$ cat src/pkg/pin_mux_pkg.sv
// Purpose: shared constants for the operating mode and address pin mux
// Assumes: 8-bit registers on a 32-bit Avalon-MM word, byte addressing
// Notes: register offsets and reset values for control registers are local choices
package pin_mux_pkg;
    localparam int ADDR_W = 24;
    localparam int AREA_CNT = 8;
    localparam int REG_AW = 7;

    // mode pin codes
    localparam logic [2:0] MODE_EXP_1M_ROMOFF = 3'h1;
    localparam logic [2:0] MODE_EXP_16M_ROMOFF = 3'h3;
    localparam logic [2:0] MODE_EXP_1M_ROMON = 3'h5;
    localparam logic [2:0] MODE_EXP_16M_ROMON = 3'h6;
    localparam logic [2:0] MODE_SINGLE = 3'h7;

    // decoded operating mode, one-hot
    typedef enum logic [4:0] {
        OP_SINGLE = 5'h01,
        OP_EXP_1M_OFF = 5'h02,
        OP_EXP_16M_OFF = 5'h04,
        OP_EXP_1M_ON = 5'h08,
        OP_EXP_16M_ON = 5'h10
    } op_mode_e;

    // register slave states, one-hot
    typedef enum logic [1:0] {
        BUS_IDLE = 2'h1,
        BUS_ACK = 2'h2
    } bus_state_e;

    // register byte offsets
    localparam logic [REG_AW-1:0] OFS_P1_DIR = 7'h00;
    localparam logic [REG_AW-1:0] OFS_P2_DIR = 7'h04;
    localparam logic [REG_AW-1:0] OFS_P5_DIR = 7'h08;
    localparam logic [REG_AW-1:0] OFS_PA_DIR = 7'h0C;
    localparam logic [REG_AW-1:0] OFS_BUS_REL = 7'h10;
    localparam logic [REG_AW-1:0] OFS_UPPER_ADDR = 7'h14;
    localparam logic [REG_AW-1:0] OFS_P1_DATA = 7'h18;
    localparam logic [REG_AW-1:0] OFS_P2_DATA = 7'h1C;
    localparam logic [REG_AW-1:0] OFS_P3_DATA = 7'h20;
    localparam logic [REG_AW-1:0] OFS_P3_DIR = 7'h24;
    localparam logic [REG_AW-1:0] OFS_P5_DATA = 7'h28;
    localparam logic [REG_AW-1:0] OFS_PA_DATA = 7'h2C;
    localparam logic [REG_AW-1:0] OFS_MODE_STAT = 7'h30;
    localparam logic [REG_AW-1:0] OFS_P1_PINS = 7'h34;
    localparam logic [REG_AW-1:0] OFS_P2_PINS = 7'h38;
    localparam logic [REG_AW-1:0] OFS_P3_PINS = 7'h3C;
    localparam logic [REG_AW-1:0] OFS_P5A_PINS = 7'h40;

    // reset values and fixed fields
    localparam logic [7:0] DIR_RST = 8'h00;
    localparam logic [7:0] DATA_RST = 8'h00;
    localparam logic [7:0] UPPER_CTRL_RST = 8'hFF;
    localparam logic [7:0] MODE_STAT_FIXED = 8'hC0;
    localparam int UPPER_EN_LSB = 5;
    localparam int UPPER_EN_MSB = 7;

    // area split: 1-Mbyte space on A19..A17, 16-Mbyte on A23..A21
    localparam int AREA_LSB_1M = 17;
    localparam int AREA_LSB_16M = 21;

    // on-chip RAM and internal I/O windows per address space
    localparam logic [23:0] RAM_LO_1M = 24'h0FEF10;
    localparam logic [23:0] RAM_HI_1M = 24'h0FFF0F;
    localparam logic [23:0] IO_LO_1M = 24'h0FFF1C;
    localparam logic [23:0] IO_HI_1M = 24'h0FFFFF;
    localparam logic [23:0] RAM_LO_16M = 24'hFFEF10;
    localparam logic [23:0] RAM_HI_16M = 24'hFFFF0F;
    localparam logic [23:0] IO_LO_16M = 24'hFFFF1C;
    localparam logic [23:0] IO_HI_16M = 24'hFFFFFF;
    localparam logic [23:0] SPACE_MASK_1M = 24'h0FFFFF;
endpackage : pin_mux_pkg

$ cat src/hw/mode_pin_capture.sv
// Purpose: synchronise the mode pins and hold the mode taken after reset
// Assumes: pins are static while running
// Notes: the held code is loaded once, on the third edge after release
`timescale 1ns/1ns
`default_nettype none
module mode_pin_capture (
    input wire logic clk,
    input wire logic arst_n,
    input wire logic [2:0] mode_pins,
    output logic [2:0] pins_live,
    output logic [2:0] mode_held,
    output logic mode_valid
);
    logic [2:0] meta_r;
    logic [2:0] sync_r;
    logic [1:0] fill_r;

    // two-stage synchroniser, first stage read only by the second
    always_ff @(posedge clk or negedge arst_n) begin
        if (!arst_n) begin
            meta_r <= 3'h0;
            sync_r <= 3'h0;
        end else begin
            meta_r <= mode_pins;
            sync_r <= meta_r;
        end
    end

    // load waits until the synchroniser holds real pin levels, not its reset zeros
    always_ff @(posedge clk or negedge arst_n) begin
        if (!arst_n) begin
            fill_r <= 2'h0;
            mode_held <= 3'h0;
            mode_valid <= 1'b0;
        end else if (fill_r != 2'h2) begin
            fill_r <= fill_r + 2'h1;
        end else if (!mode_valid) begin
            mode_held <= sync_r;
            mode_valid <= 1'b1;
        end
    end

    assign pins_live = sync_r;
endmodule : mode_pin_capture
`default_nettype wire

$ cat src/hw/area_decode.sv
// Purpose: split the address space into areas and find on-chip windows
// Assumes: big_space selects the 16-Mbyte map, else the 1-Mbyte map
// Notes: purely combinational; the caller registers the results
`timescale 1ns/1ns
`default_nettype none
module area_decode
    import pin_mux_pkg::*;
(
    input wire logic [23:0] cpu_addr,
    input wire logic [15:0] abs16,
    input wire logic big_space,
    output logic [AREA_CNT-1:0] area_sel,
    output logic ram_hit,
    output logic io_hit,
    output logic [23:0] abs16_addr
);
    logic [2:0] area_idx;
    logic [23:0] eff_addr;

    // in the 1-Mbyte space the top bits are not decoded
    assign eff_addr = big_space ? cpu_addr : (cpu_addr & SPACE_MASK_1M);
    assign area_idx = big_space ? cpu_addr[AREA_LSB_16M +: 3] : cpu_addr[AREA_LSB_1M +: 3];

    // one select per area
    for (genvar i = 0; i < AREA_CNT; i++) begin : g_area
        assign area_sel[i] = (area_idx == 3'(i));
    end

    // on-chip windows move with the address space size
    assign ram_hit = big_space ? (eff_addr >= RAM_LO_16M && eff_addr <= RAM_HI_16M)
                               : (eff_addr >= RAM_LO_1M && eff_addr <= RAM_HI_1M);
    assign io_hit = big_space ? (eff_addr >= IO_LO_16M && eff_addr <= IO_HI_16M)
                              : (eff_addr >= IO_LO_1M && eff_addr <= IO_HI_1M);

    // short absolute address sign-extends into the top of the active space
    assign abs16_addr = big_space ? {{8{abs16[15]}}, abs16}
                                  : {4'h0, {4{abs16[15]}}, abs16};
endmodule : area_decode
`default_nettype wire

$ cat src/hw/operating_mode_address_pin_mux.sv
// Purpose: operating mode select and port-to-address/data pin mux
// Assumes: one 20 MHz clock, Avalon-MM register slave, byte addresses
// Notes: all pin outputs and enables are registered
`timescale 1ns/1ns
`default_nettype none
module operating_mode_address_pin_mux
    import pin_mux_pkg::*;
(
    input wire logic clk,
    input wire logic arst_n,
    // Avalon-MM register slave
    input wire logic [REG_AW-1:0] address,
    input wire logic read,
    input wire logic write,
    input wire logic [31:0] writedata,
    output logic [31:0] readdata,
    output logic waitrequest,
    // mode strap pins
    input wire logic [2:0] mode_select_pins,
    // internal bus from the core
    input wire logic [23:0] cpu_addr,
    input wire logic [7:0] cpu_wdata,
    input wire logic cpu_wr,
    input wire logic [15:0] cpu_abs16,
    output logic [7:0] cpu_rdata,
    output logic [AREA_CNT-1:0] area_sel,
    output logic onchip_ram_hit,
    output logic onchip_io_hit,
    output logic [23:0] abs16_addr,
    output logic ext_bus_en,
    output logic [AREA_CNT-1:0] area_byte_access,
    output logic mode_big_space,
    // port pins
    input wire logic [7:0] port1_in,
    output logic [7:0] port1_out,
    output logic [7:0] port1_oe,
    input wire logic [7:0] port2_in,
    output logic [7:0] port2_out,
    output logic [7:0] port2_oe,
    input wire logic [7:0] port3_in,
    output logic [7:0] port3_out,
    output logic [7:0] port3_oe,
    input wire logic [3:0] port5_in,
    output logic [3:0] port5_out,
    output logic [3:0] port5_oe,
    input wire logic [3:0] porta_in,
    output logic [3:0] porta_out,
    output logic [3:0] porta_oe
);

    ////////////////////////////////////////////////////////////////////////
    // mode capture and decode

    logic [2:0] pins_live;
    logic [2:0] mode_held;
    logic mode_valid;
    op_mode_e op_mode;

    mode_pin_capture u_mode (
        .clk(clk),
        .arst_n(arst_n),
        .mode_pins(mode_select_pins),
        .pins_live(pins_live),
        .mode_held(mode_held),
        .mode_valid(mode_valid)
    );

    // unsupported codes fall back to single chip: safe, no pins driven as address or data bus
    always_comb begin
        case (mode_held)
            MODE_EXP_1M_ROMOFF: op_mode = OP_EXP_1M_OFF;
            MODE_EXP_16M_ROMOFF: op_mode = OP_EXP_16M_OFF;
            MODE_EXP_1M_ROMON: op_mode = OP_EXP_1M_ON;
            MODE_EXP_16M_ROMON: op_mode = OP_EXP_16M_ON;
            default: op_mode = OP_SINGLE;
        endcase
    end

    logic expanded;
    logic rom_off;
    logic big_space;

    // mode pins are only trusted once captured
    assign expanded = mode_valid && (op_mode != OP_SINGLE);
    assign rom_off = mode_valid && (op_mode == OP_EXP_1M_OFF || op_mode == OP_EXP_16M_OFF);
    assign big_space = mode_valid && (op_mode == OP_EXP_16M_OFF || op_mode == OP_EXP_16M_ON);

    ////////////////////////////////////////////////////////////////////////
    // pin input synchronisers

    logic [31:0] pin_meta_r;
    logic [31:0] pin_sync_r;
    logic [7:0] p1_pins;
    logic [7:0] p2_pins;
    logic [7:0] p3_pins;
    logic [3:0] p5_pins;
    logic [3:0] pa_pins;

    // first stage feeds only the second stage
    always_ff @(posedge clk or negedge arst_n) begin
        if (!arst_n) begin
            pin_meta_r <= 32'h0;
            pin_sync_r <= 32'h0;
        end else begin
            pin_meta_r <= {porta_in, port5_in, port3_in, port2_in, port1_in};
            pin_sync_r <= pin_meta_r;
        end
    end

    assign p1_pins = pin_sync_r[7:0];
    assign p2_pins = pin_sync_r[15:8];
    assign p3_pins = pin_sync_r[23:16];
    assign p5_pins = pin_sync_r[27:24];
    assign pa_pins = pin_sync_r[31:28];

    ////////////////////////////////////////////////////////////////////////
    // register slave

    logic [7:0] p1_dir_r;
    logic [7:0] p2_dir_r;
    logic [3:0] p5_dir_r;
    logic [3:0] pa_dir_r;
    logic [7:0] p3_dir_r;
    logic [7:0] bus_rel_r;
    logic [7:0] upper_ctrl_r;
    logic [7:0] p1_data_r;
    logic [7:0] p2_data_r;
    logic [7:0] p3_data_r;
    logic [3:0] p5_data_r;
    logic [3:0] pa_data_r;
    bus_state_e bus_state_r;
    logic wr_take;
    logic [7:0] rd_val;

    // one wait cycle per access; the write lands on the acknowledging edge
    always_ff @(posedge clk or negedge arst_n) begin
        if (!arst_n) begin
            bus_state_r <= BUS_IDLE;
            waitrequest <= 1'b1;
        end else begin
            // low only in the cycle after a request is taken
            waitrequest <= !(bus_state_r == BUS_IDLE && (read || write));
            case (bus_state_r)
                BUS_IDLE: if (read || write) bus_state_r <= BUS_ACK;
                BUS_ACK: bus_state_r <= BUS_IDLE;
                default: bus_state_r <= BUS_IDLE;
            endcase
        end
    end

    assign wr_take = write && (bus_state_r == BUS_ACK);

    // register writes; unmapped offsets are ignored
    always_ff @(posedge clk or negedge arst_n) begin
        if (!arst_n) begin
            p1_dir_r <= DIR_RST;
            p2_dir_r <= DIR_RST;
            p5_dir_r <= DIR_RST[3:0];
            pa_dir_r <= DIR_RST[3:0];
            p3_dir_r <= DIR_RST;
            bus_rel_r <= UPPER_CTRL_RST;
            upper_ctrl_r <= UPPER_CTRL_RST;
            p1_data_r <= DATA_RST;
            p2_data_r <= DATA_RST;
            p3_data_r <= DATA_RST;
            p5_data_r <= DATA_RST[3:0];
            pa_data_r <= DATA_RST[3:0];
        end else if (wr_take) begin
            case ({address[REG_AW-1:2], 2'b00})
                OFS_P1_DIR: p1_dir_r <= writedata[7:0];
                OFS_P2_DIR: p2_dir_r <= writedata[7:0];
                OFS_P5_DIR: p5_dir_r <= writedata[3:0];
                OFS_PA_DIR: pa_dir_r <= writedata[3:0];
                OFS_P3_DIR: p3_dir_r <= writedata[7:0];
                OFS_BUS_REL: bus_rel_r <= writedata[7:0];
                OFS_UPPER_ADDR: upper_ctrl_r <= writedata[7:0];
                OFS_P1_DATA: p1_data_r <= writedata[7:0];
                OFS_P2_DATA: p2_data_r <= writedata[7:0];
                OFS_P3_DATA: p3_data_r <= writedata[7:0];
                OFS_P5_DATA: p5_data_r <= writedata[3:0];
                OFS_PA_DATA: pa_data_r <= writedata[3:0];
                default: ;
            endcase
        end
    end

    // read mux; the mode field shows the live pin levels at read time
    always_comb begin
        case ({address[REG_AW-1:2], 2'b00})
            OFS_P1_DIR: rd_val = p1_dir_r;
            OFS_P2_DIR: rd_val = p2_dir_r;
            OFS_P5_DIR: rd_val = {4'h0, p5_dir_r};
            OFS_PA_DIR: rd_val = {4'h0, pa_dir_r};
            OFS_P3_DIR: rd_val = p3_dir_r;
            OFS_BUS_REL: rd_val = bus_rel_r;
            OFS_UPPER_ADDR: rd_val = upper_ctrl_r;
            OFS_P1_DATA: rd_val = p1_data_r;
            OFS_P2_DATA: rd_val = p2_data_r;
            OFS_P3_DATA: rd_val = p3_data_r;
            OFS_P5_DATA: rd_val = {4'h0, p5_data_r};
            OFS_PA_DATA: rd_val = {4'h0, pa_data_r};
            OFS_MODE_STAT: rd_val = MODE_STAT_FIXED | {5'h00, pins_live};
            OFS_P1_PINS: rd_val = p1_pins;
            OFS_P2_PINS: rd_val = p2_pins;
            OFS_P3_PINS: rd_val = p3_pins;
            OFS_P5A_PINS: rd_val = {pa_pins, p5_pins};
            default: rd_val = 8'h00;
        endcase
    end

    // read data loaded while waiting, steady on the acknowledging edge
    always_ff @(posedge clk or negedge arst_n) begin
        if (!arst_n) begin
            readdata <= 32'h0;
        end else if (read && bus_state_r == BUS_IDLE) begin
            readdata <= {24'h0, rd_val};
        end
    end

    ////////////////////////////////////////////////////////////////////////
    // address pin selection

    logic [7:0] p1_addr_sel;
    logic [7:0] p2_addr_sel;
    logic [3:0] p5_addr_sel;
    logic a20_sel;
    logic [2:0] upper_sel;
    logic [2:0] upper_ctrl_bits;

    // ROM-off modes force address; ROM-on follows each direction bit
    assign p1_addr_sel = !expanded ? 8'h00 : rom_off ? 8'hFF : p1_dir_r;
    assign p2_addr_sel = !expanded ? 8'h00 : rom_off ? 8'hFF : p2_dir_r;
    assign p5_addr_sel = !expanded ? 4'h0 : rom_off ? 4'hF : p5_dir_r;

    // A20 is fixed in the 16-Mbyte modes
    assign a20_sel = big_space;

    // each 16-Mbyte mode has its own enable register; zero enables
    assign upper_ctrl_bits = (op_mode == OP_EXP_16M_OFF) ? bus_rel_r[UPPER_EN_MSB:UPPER_EN_LSB]
                                                         : upper_ctrl_r[UPPER_EN_MSB:UPPER_EN_LSB];
    assign upper_sel = big_space ? ~upper_ctrl_bits : 3'h0;

    ////////////////////////////////////////////////////////////////////////
    // pin drivers

    logic [7:0] p1_out_nxt;
    logic [7:0] p1_oe_nxt;
    logic [7:0] p2_out_nxt;
    logic [7:0] p2_oe_nxt;
    logic [3:0] p5_out_nxt;
    logic [3:0] p5_oe_nxt;
    logic [3:0] pa_out_nxt;
    logic [3:0] pa_oe_nxt;
    logic [7:0] p3_out_nxt;
    logic [7:0] p3_oe_nxt;
    logic [3:0] pa_addr_sel;
    logic [3:0] pa_addr_val;

    assign pa_addr_sel = {a20_sel, upper_sel};
    assign pa_addr_val = {cpu_addr[20], cpu_addr[23:21]};

    // per-bit mux: address when selected, else general port data
    assign p1_out_nxt = (p1_addr_sel & cpu_addr[7:0]) | (~p1_addr_sel & p1_data_r);
    assign p1_oe_nxt = p1_addr_sel | p1_dir_r;
    assign p2_out_nxt = (p2_addr_sel & cpu_addr[15:8]) | (~p2_addr_sel & p2_data_r);
    assign p2_oe_nxt = p2_addr_sel | p2_dir_r;
    assign p5_out_nxt = (p5_addr_sel & cpu_addr[19:16]) | (~p5_addr_sel & p5_data_r);
    assign p5_oe_nxt = p5_addr_sel | p5_dir_r;
    assign pa_out_nxt = (pa_addr_sel & pa_addr_val) | (~pa_addr_sel & pa_data_r);
    assign pa_oe_nxt = pa_addr_sel | pa_dir_r;

    // in expanded modes port 3 is the data bus, driven only on a core write
    assign p3_out_nxt = expanded ? cpu_wdata : p3_data_r;
    assign p3_oe_nxt = expanded ? {8{cpu_wr}} : p3_dir_r;

    // registered pins keep outputs glitch free
    always_ff @(posedge clk or negedge arst_n) begin
        if (!arst_n) begin
            port1_out <= 8'h00;
            port1_oe <= 8'h00;
            port2_out <= 8'h00;
            port2_oe <= 8'h00;
            port5_out <= 4'h0;
            port5_oe <= 4'h0;
            porta_out <= 4'h0;
            porta_oe <= 4'h0;
            port3_out <= 8'h00;
            port3_oe <= 8'h00;
        end else begin
            port1_out <= p1_out_nxt;
            port1_oe <= p1_oe_nxt;
            port2_out <= p2_out_nxt;
            port2_oe <= p2_oe_nxt;
            port5_out <= p5_out_nxt;
            port5_oe <= p5_oe_nxt;
            porta_out <= pa_out_nxt;
            porta_oe <= pa_oe_nxt;
            port3_out <= p3_out_nxt;
            port3_oe <= p3_oe_nxt;
        end
    end

    ////////////////////////////////////////////////////////////////////////
    // area and on-chip window decode

    logic [AREA_CNT-1:0] area_nxt;
    logic ram_nxt;
    logic io_nxt;
    logic [23:0] abs16_nxt;

    area_decode u_area (
        .cpu_addr(cpu_addr),
        .abs16(cpu_abs16),
        .big_space(big_space),
        .area_sel(area_nxt),
        .ram_hit(ram_nxt),
        .io_hit(io_nxt),
        .abs16_addr(abs16_nxt)
    );

    // decode results and bus status, one cycle behind the core address
    always_ff @(posedge clk or negedge arst_n) begin
        if (!arst_n) begin
            area_sel <= '0;
            onchip_ram_hit <= 1'b0;
            onchip_io_hit <= 1'b0;
            abs16_addr <= 24'h0;
            ext_bus_en <= 1'b0;
            area_byte_access <= '0;
            mode_big_space <= 1'b0;
            cpu_rdata <= 8'h00;
        end else begin
            area_sel <= area_nxt;
            onchip_ram_hit <= ram_nxt;
            onchip_io_hit <= io_nxt;
            abs16_addr <= abs16_nxt;
            ext_bus_en <= expanded;
            // no 16-bit mode exists here, so every area is byte wide in the expanded modes; none is flagged in single chip
            area_byte_access <= {AREA_CNT{expanded}};
            mode_big_space <= big_space;
            cpu_rdata <= p3_pins;
        end
    end

endmodule : operating_mode_address_pin_mux
`default_nettype wire

$ cat config.mk
export PLATFORM = sky130hd
export DESIGN_NAME = operating_mode_address_pin_mux
export DESIGN_NICKNAME = d
export VERILOG_FILES = /design/src/pkg/pin_mux_pkg.sv /design/src/hw/mode_pin_capture.sv /design/src/hw/area_decode.sv /design/src/hw/operating_mode_address_pin_mux.sv
export SDC_FILE = /design/constraint.sdc
export NUM_CORES = 1
export LEC_CHECK = 0
export ABC_AREA = 1
export BUFFER_PORTS_ARGS = -buffer_cell sky130_fd_sc_hd__buf_2
export CORE_UTILIZATION = 44
export DETAILED_ROUTE_END_ITERATION = 10
export PLACE_DENSITY = 0.67
export SLEW_MARGIN = 15
export SYNTH_ARGS = -nofsm -noshare
export SYNTH_HDL_FRONTEND = slang
export SYNTH_HIERARCHICAL = 1
export SYNTH_SLANG_ARGS = --single-unit
$ cat constraint.sdc
create_clock -name clk -period 3.7 [get_ports clk]
set_clock_uncertainty 0.1 [all_clocks]
set_input_delay 0.555 -clock clk [delete_from_list [all_inputs] [get_ports clk]]
set_output_delay 0.555 -clock clk [all_outputs]
set_load 0.1 [all_outputs]
==> results.cfg, run 1 <==
[power]
p_per_area_nw_per_um2 = 654
swShare_pct = 35.8
leakagePower_nw = 6.84
combinationalPowerShare_pct = 24.1
vdd_drop_max_v = 0.000348
total_power_mw = 8.51
switching_power_mw = 3.05
clkPwrFrac_pct = 34.8
p_int_mw = 5.46
power_frac_seq_pct = 41.1

[placement]
place_area_um2 = 11800
io_buffers = 225
globalplace.congestion = 0.860
hpwlAfterDp_mm = 18.1

[timing]
slew_viol_final = 0
max_freq_mhz = 448
finalSetupTns_ns = 0
fin_crit_ns = 2.23
worst_pin_slew_ns = 1.06
hold_slack_ns = 0.0201
post-route-period-util_pct = 60.3
final_hold_viol_count = 0
setup_viol = 0
relSlewSlack_pct = 28.9
rsz0062_at_grt = no

[synthesis]
postSynthCellCount = 1066
synthSimpleGateAreaFrac_pct = 22.8
yosys.cell_types.count = 33
ys_seq_area_share_pct = 64.9
synth_top_family_by_area = simple AND/OR/NAND/NOR gates
synth-seq-cells = 275
yosys.area_share.adder_pct = 0.118
synth_ff_type = dfrtp_1
synthXorXnorAreaFrac_pct = 0.0823
synth_edf_count = 0
ys_warn_count = 6
synth_compound_area_share_pct = 4.62
postSynthAreaPerCell_um2 = 9.98
netlist_area_um2 = 10600
synthMuxAreaShare_pct = 0.423
synth-async-reset-ratio_pct = 100

[clock_tree]
clock_sinks = 275
tritoncts = yes
htree_levels = 1
root_buffer = clkbuf_16
clk_latency_ns = 0.54
cts_buffers = 29
cts.path.max_buffers = 3
clk_pin_slew_ns = 0.06

[drt]
antenna_left = 0
met1_length_mm = 10.7
route.detailed.drc = 0
wl_met3_mm = 1.88
vias_per_cell = 4.67
num_vias = 7639
wl_met2_mm = 12.0
top_layer = met5
wl_per_cell_um = 15.4
first_pass_iters = 5
totalWireLength_mm = 25.3
drt_iter0_drc = 539

[hold_path]
whs_path_depth = 1
hold_start = port2_in[7]
hold_path_end = pin_meta_r[15]
hold_path.class = in2reg

[global_route]
antenna_found_initial = 2
grt_first_pass_wirelength_mm = 39.2
grt_use_total_pct = 20.8
grt_overflow = 0
grt_max_degree = 101
grt_pass1_vias = 7380

[setup_path]
worstReg2RegStart = u_mode/mode_held[0]
path_cells = inv_1, nand3_1, nand2_1, nand2_1, inv_1, buf_12, nand2_1, nor2_1, a21oi_1
end_kind = register
path_common_cell = nand2_1
critPathLaunchType = register
path_class = reg2reg
reg2reg_to = port2_out[2]
worst_path_max_delay_cell = dfrtp_1
crit_fanout = 37
regToRegSetupSlack_ns = 1.47
cp_slowest_stage_delay_ns = 0.45
reg2reg_depth = 9
worstPathRequired_ns = 4.01
arrival_ns = 2.54

[floorplan]
die_h_um = 158
fp.dieArea_um2 = 24800
core_um2 = 23600
fp-row-count = 56
ioPinCount = 276
start_util_pct = 45.1
die_w_um = 158

[cells_and_area]
fin_nets = 1422
layout_common_cells = nand2_1 (387), dfrtp_1 (257), buf_2 (224)
final_area_um2 = 13000
fin_util_pct = 55.1
area_delta_synth_final_pct = 22.2
fill_cells = 2124
layout_commonest_cell = nand2_1
layout-drive-gt1-share_pct = 26.6
reg_top3 = pin_meta_r: 32 flops, pin_sync_r: 32 flops, abs16_addr: 24 flops

[status]
status = completed

[run]
maxCapViolations = 0
## worst max-delay path: cells and delay by family, from the launching register on
family | cells | cell delay, ns
compound gates | 1 | 0.05
buf+inv | 3 | 0.81
flops | 1 | 0.45
simple gates | 5 | 0.67
## how the worst max path moves through the flow
stage	from	to	slack [ns]	cells past startpoint
after floorplan	area_byte_access[0]	area_byte_access[0]	1.60	1
after global placement	u_mode/mode_held[0]	port2_out[0]	1.50	9
after detailed placement	u_mode/mode_held[0]	port2_out[2]	1.45	9
after CTS	u_mode/mode_held[0]	port2_out[2]	1.44	9
after global routing	u_mode/mode_held[0]	port2_out[0]	1.21	9
final	u_mode/mode_held[0]	port2_out[2]	1.47	9
## metrics by stage
stage	cells	setup slack [ns]
CTS	1636	1.44
finish	1637	1.47
detailed placement	1561	1.45
global placement	1561	1.50
global route	1636	1.21
floorplan	1089	1.60
## synthesized netlist by cell type (all sizes together) (3+ instances only)
cell | number | area [um^2]
dfstp | 18 | 473
buf | 69 | 517
o21bai | 3 | 22.5
nand4 | 12 | 75.1
nand2 | 397 | 1530
or2 | 22 | 138
mux2 | 4 | 45.0
clkbuf | 10 | 37.5
inv | 51 | 191
a21oi | 5 | 25.0
nor2 | 68 | 344
nand3 | 47 | 273
dfrtp | 257 | 6430
o21ai | 88 | 444
nor3 | 10 | 55.1
## layout make-up
| class | count | area [um^2] | area share, % |
|---|---|---|---|
| clock buffers | 42 | 815 | 6.26 |
| repair buffers | 253 | 1440 | 11.0 |
| flip-flops and latches | 275 | 6900 | 53.1 |
| diodes | 1 | 2.50 | 0.0192 |
| inverters | 51 | 191 | 1.47 |
| multi-input cells | 684 | 3080 | 23.7 |
| well taps | 319 | 399 | 3.07 |
| clock inverters | 12 | 178 | 1.37 |
## power by group through the flow
stage          registers (mW)  logic, mW  clock network [mW]
6_report                 3.50       2.05                2.96
5_1_grt                  3.53       2.16                3.14
4_1_cts                  3.50       2.06                3.03
3_5_place_dp             3.55       2.04                   0
3_3_place_gp             3.54       2.02                   0
2_1_floorplan            4.63      0.539                   0
## logic make-up (layout without fill, tap and decap cells)
group | after synthesis | after routing
flops | 275 | 275
xor+xnor | 1 | 1
simple gates | 558 | 558
compound gates | 96 | 96
buf+inv | 130 | 358
other cells | 1 | 25
fa+ha+maj | 1 | 1
mux | 4 | 4
## layer usage
| metal | GRT usage [%] | vias to the layer above |
|---|---|---|
| li1 | - | 3741 |
| met1 | 27.7 | 3584 |
| met2 | 33.9 | 257 |
| met3 | 4.65 | 55 |
| met4 | 5.83 | 2 |
| met5 | 0 | - |
## what timing repair did
item,CTS,global route
endpoints found under the setup margin,0,0
hold buffers,21,0
hold endpoints to repair,116,0
gates resized for setup,0,0
setup buffers,0,0
No activity file was read; power rests on OpenSTA's default activity.
==> run 2, diff against run 1 <==
Settings changed: PLACE_DENSITY 0.67 to 0.7.
Clock period 3.7 ns to 2 ns, I/O delays scaled along.
==> results.cfg, run 2 (same netlist as run 1, synthesis figures left out) <==
[timing]
worst_pin_slew_ns = 0.605
slew_viol_final = 0
post-route-period-util_pct = 92.5
final_hold_viol_count = 0
fin_crit_ns = 1.85
setup_viol = 0
finalSetupTns_ns = 0
max_freq_mhz = 540
relSlewSlack_pct = 59.6
hold_slack_ns = 0.0159
rsz0062_at_grt = no

[drt]
route.detailed.drc = 0
wl_per_cell_um = 15.9
first_pass_iters = 5
num_vias = 8020
vias_per_cell = 4.70
totalWireLength_mm = 27.1
antenna_left = 0
drt_iter0_drc = 567

[setup_path]
cp_top_family = flip-flops
end_kind = output pin
worst_path_max_delay_cell = dfstp_2
path_cells = buf_2
crit_fanout = 1
path_class = reg2out
regToRegSetupSlack_ns = 0.27
critPathLaunchType = register
cp_num_buf_inv = 1
cp_slowest_stage_delay_ns = 0.51
worstPathRequired_ns = 1.60
arrival_ns = 1.45

[cells_and_area]
reg_top3 = pin_meta_r: 32 flops, pin_sync_r: 32 flops, abs16_addr: 24 flops
fill_cells = 2010
layout_common_cells = nand2_1 (387), dfrtp_1 (257), buf_2 (224)
layout-drive-gt1-share_pct = 25.8
register_area_um2 = 6900
area_delta_synth_final_pct = 28.7
multi_input_area_um2 = 3090
fin_nets = 1494
layout_commonest_cell = nand2_1

[clock_tree]
clock_sinks = 275
htree_levels = 1
tritoncts = yes
clk_pin_slew_ns = 0.06
clk_latency_ns = 0.53
root_buffer = clkbuf_16
cts_buffers = 29
cts.path.max_buffers = 3
postCtsSetupBuffers = 0

[global_route]
grt_pass1_vias = 7941
grt_first_pass_wirelength_mm = 42.1
grt_overflow = 0
antenna_found_initial = 0
grt_use_total_pct = 22.3
grt_max_degree = 60

[power]
p_per_area_nw_per_um2 = 1140
vdd_drop_max_v = 0.000788
leakagePower_nw = 7.15

[floorplan]
fp-row-count = 56
ioPinCount = 276
start_util_pct = 45.1
die_w_um = 158
core_um2 = 23600
die_h_um = 158
fp.dieArea_um2 = 24800

[status]
status = completed

[hold_path]
hold_path.class = in2reg

[placement]
hpwlAfterDp_mm = 18.6
io_buffers = 225
globalplace.congestion = 0.909

[run]
maxCapViolations = 0
run 2: cell types whose count changed in the layout (fill, tap and decap cells not counted), moves of 3 or more:
cell,before,now
clkbuf_1,9,5
bufinv_16,4,0
buf_12,3,6
clkbuf_8,4,11
buf_4,4,8
clkinvlp_4,4,1
dlygate4sd3_1,21,86
run 2: report_power, final:
group | switching [mW] | internal (mW)
Sequential | 0.324 | 6.18
Combinational | 3.24 | 0.706
Clock | 2.10 | 3.05
Total | 5.66 | 9.93
run 2: per-stage QoR:
stage | power, mW | utilization, % | cells | cell area [um^2] | setup WS (ns)
after global routing | 16.2 | 58.0 | 1704 | 13700 | 0.0401
after CTS | 15.7 | 57.9 | 1704 | 13700 | 0.129
after global placement | 10.3 | 50.3 | 1568 | 11900 | 0.200
after detailed placement | 10.4 | 50.3 | 1568 | 11900 | 0.136
final | 15.6 | 58.0 | 1705 | 13700 | 0.149
after floorplan | 9.57 | - | 1089 | 10700 | 0.0533
run 2: timing repair:
item                       CTS  global route
resized for setup            0             2
hold endpoints to repair   145             0
setup endpoints to repair    0             5
hold buffers                86             0
run 2: cell type report:
class	count	share of cell area, %
Sequential cell	275	50.4
Multi-Input combinational cell	684	22.5
Timing Repair Buffer	325	15.9
Clock buffer	45	6.54
Tap cell	319	2.92
Inverter	51	1.40
Clock inverter	5	0.256
Antenna cell	1	0.0183
run 2: layer usage:
| layer | share of wire [%] | vias to the layer above | wire length, um | track usage [%] |
|---|---|---|---|---|
| li1 | - | 3872 | - | - |
| met1 | 42 | 3799 | 11300 | 29.0 |
| met2 | 49 | 299 | 13200 | 37.7 |
| met3 | 7.2 | 50 | 1940 | 5.26 |
| met4 | 2.3 | 0 | 636 | 5.36 |
| met5 | 0 | - | 0 | 0 |
run 2: worst paths after layout:
kind	start	to	depth (start not counted)
setup / recovery	waitrequest	waitrequest	1
hold / removal	cpu_wr	port3_oe[4]	3
setup reg to reg	u_mode/mode_held[2]	area_sel[2]	9
hold reg to reg	pin_meta_r[3]	pin_sync_r[3]	0
max in group asynchronous	arst_n	port2_out[6]	3
min in group asynchronous	arst_n	pa_data_r[3]	2
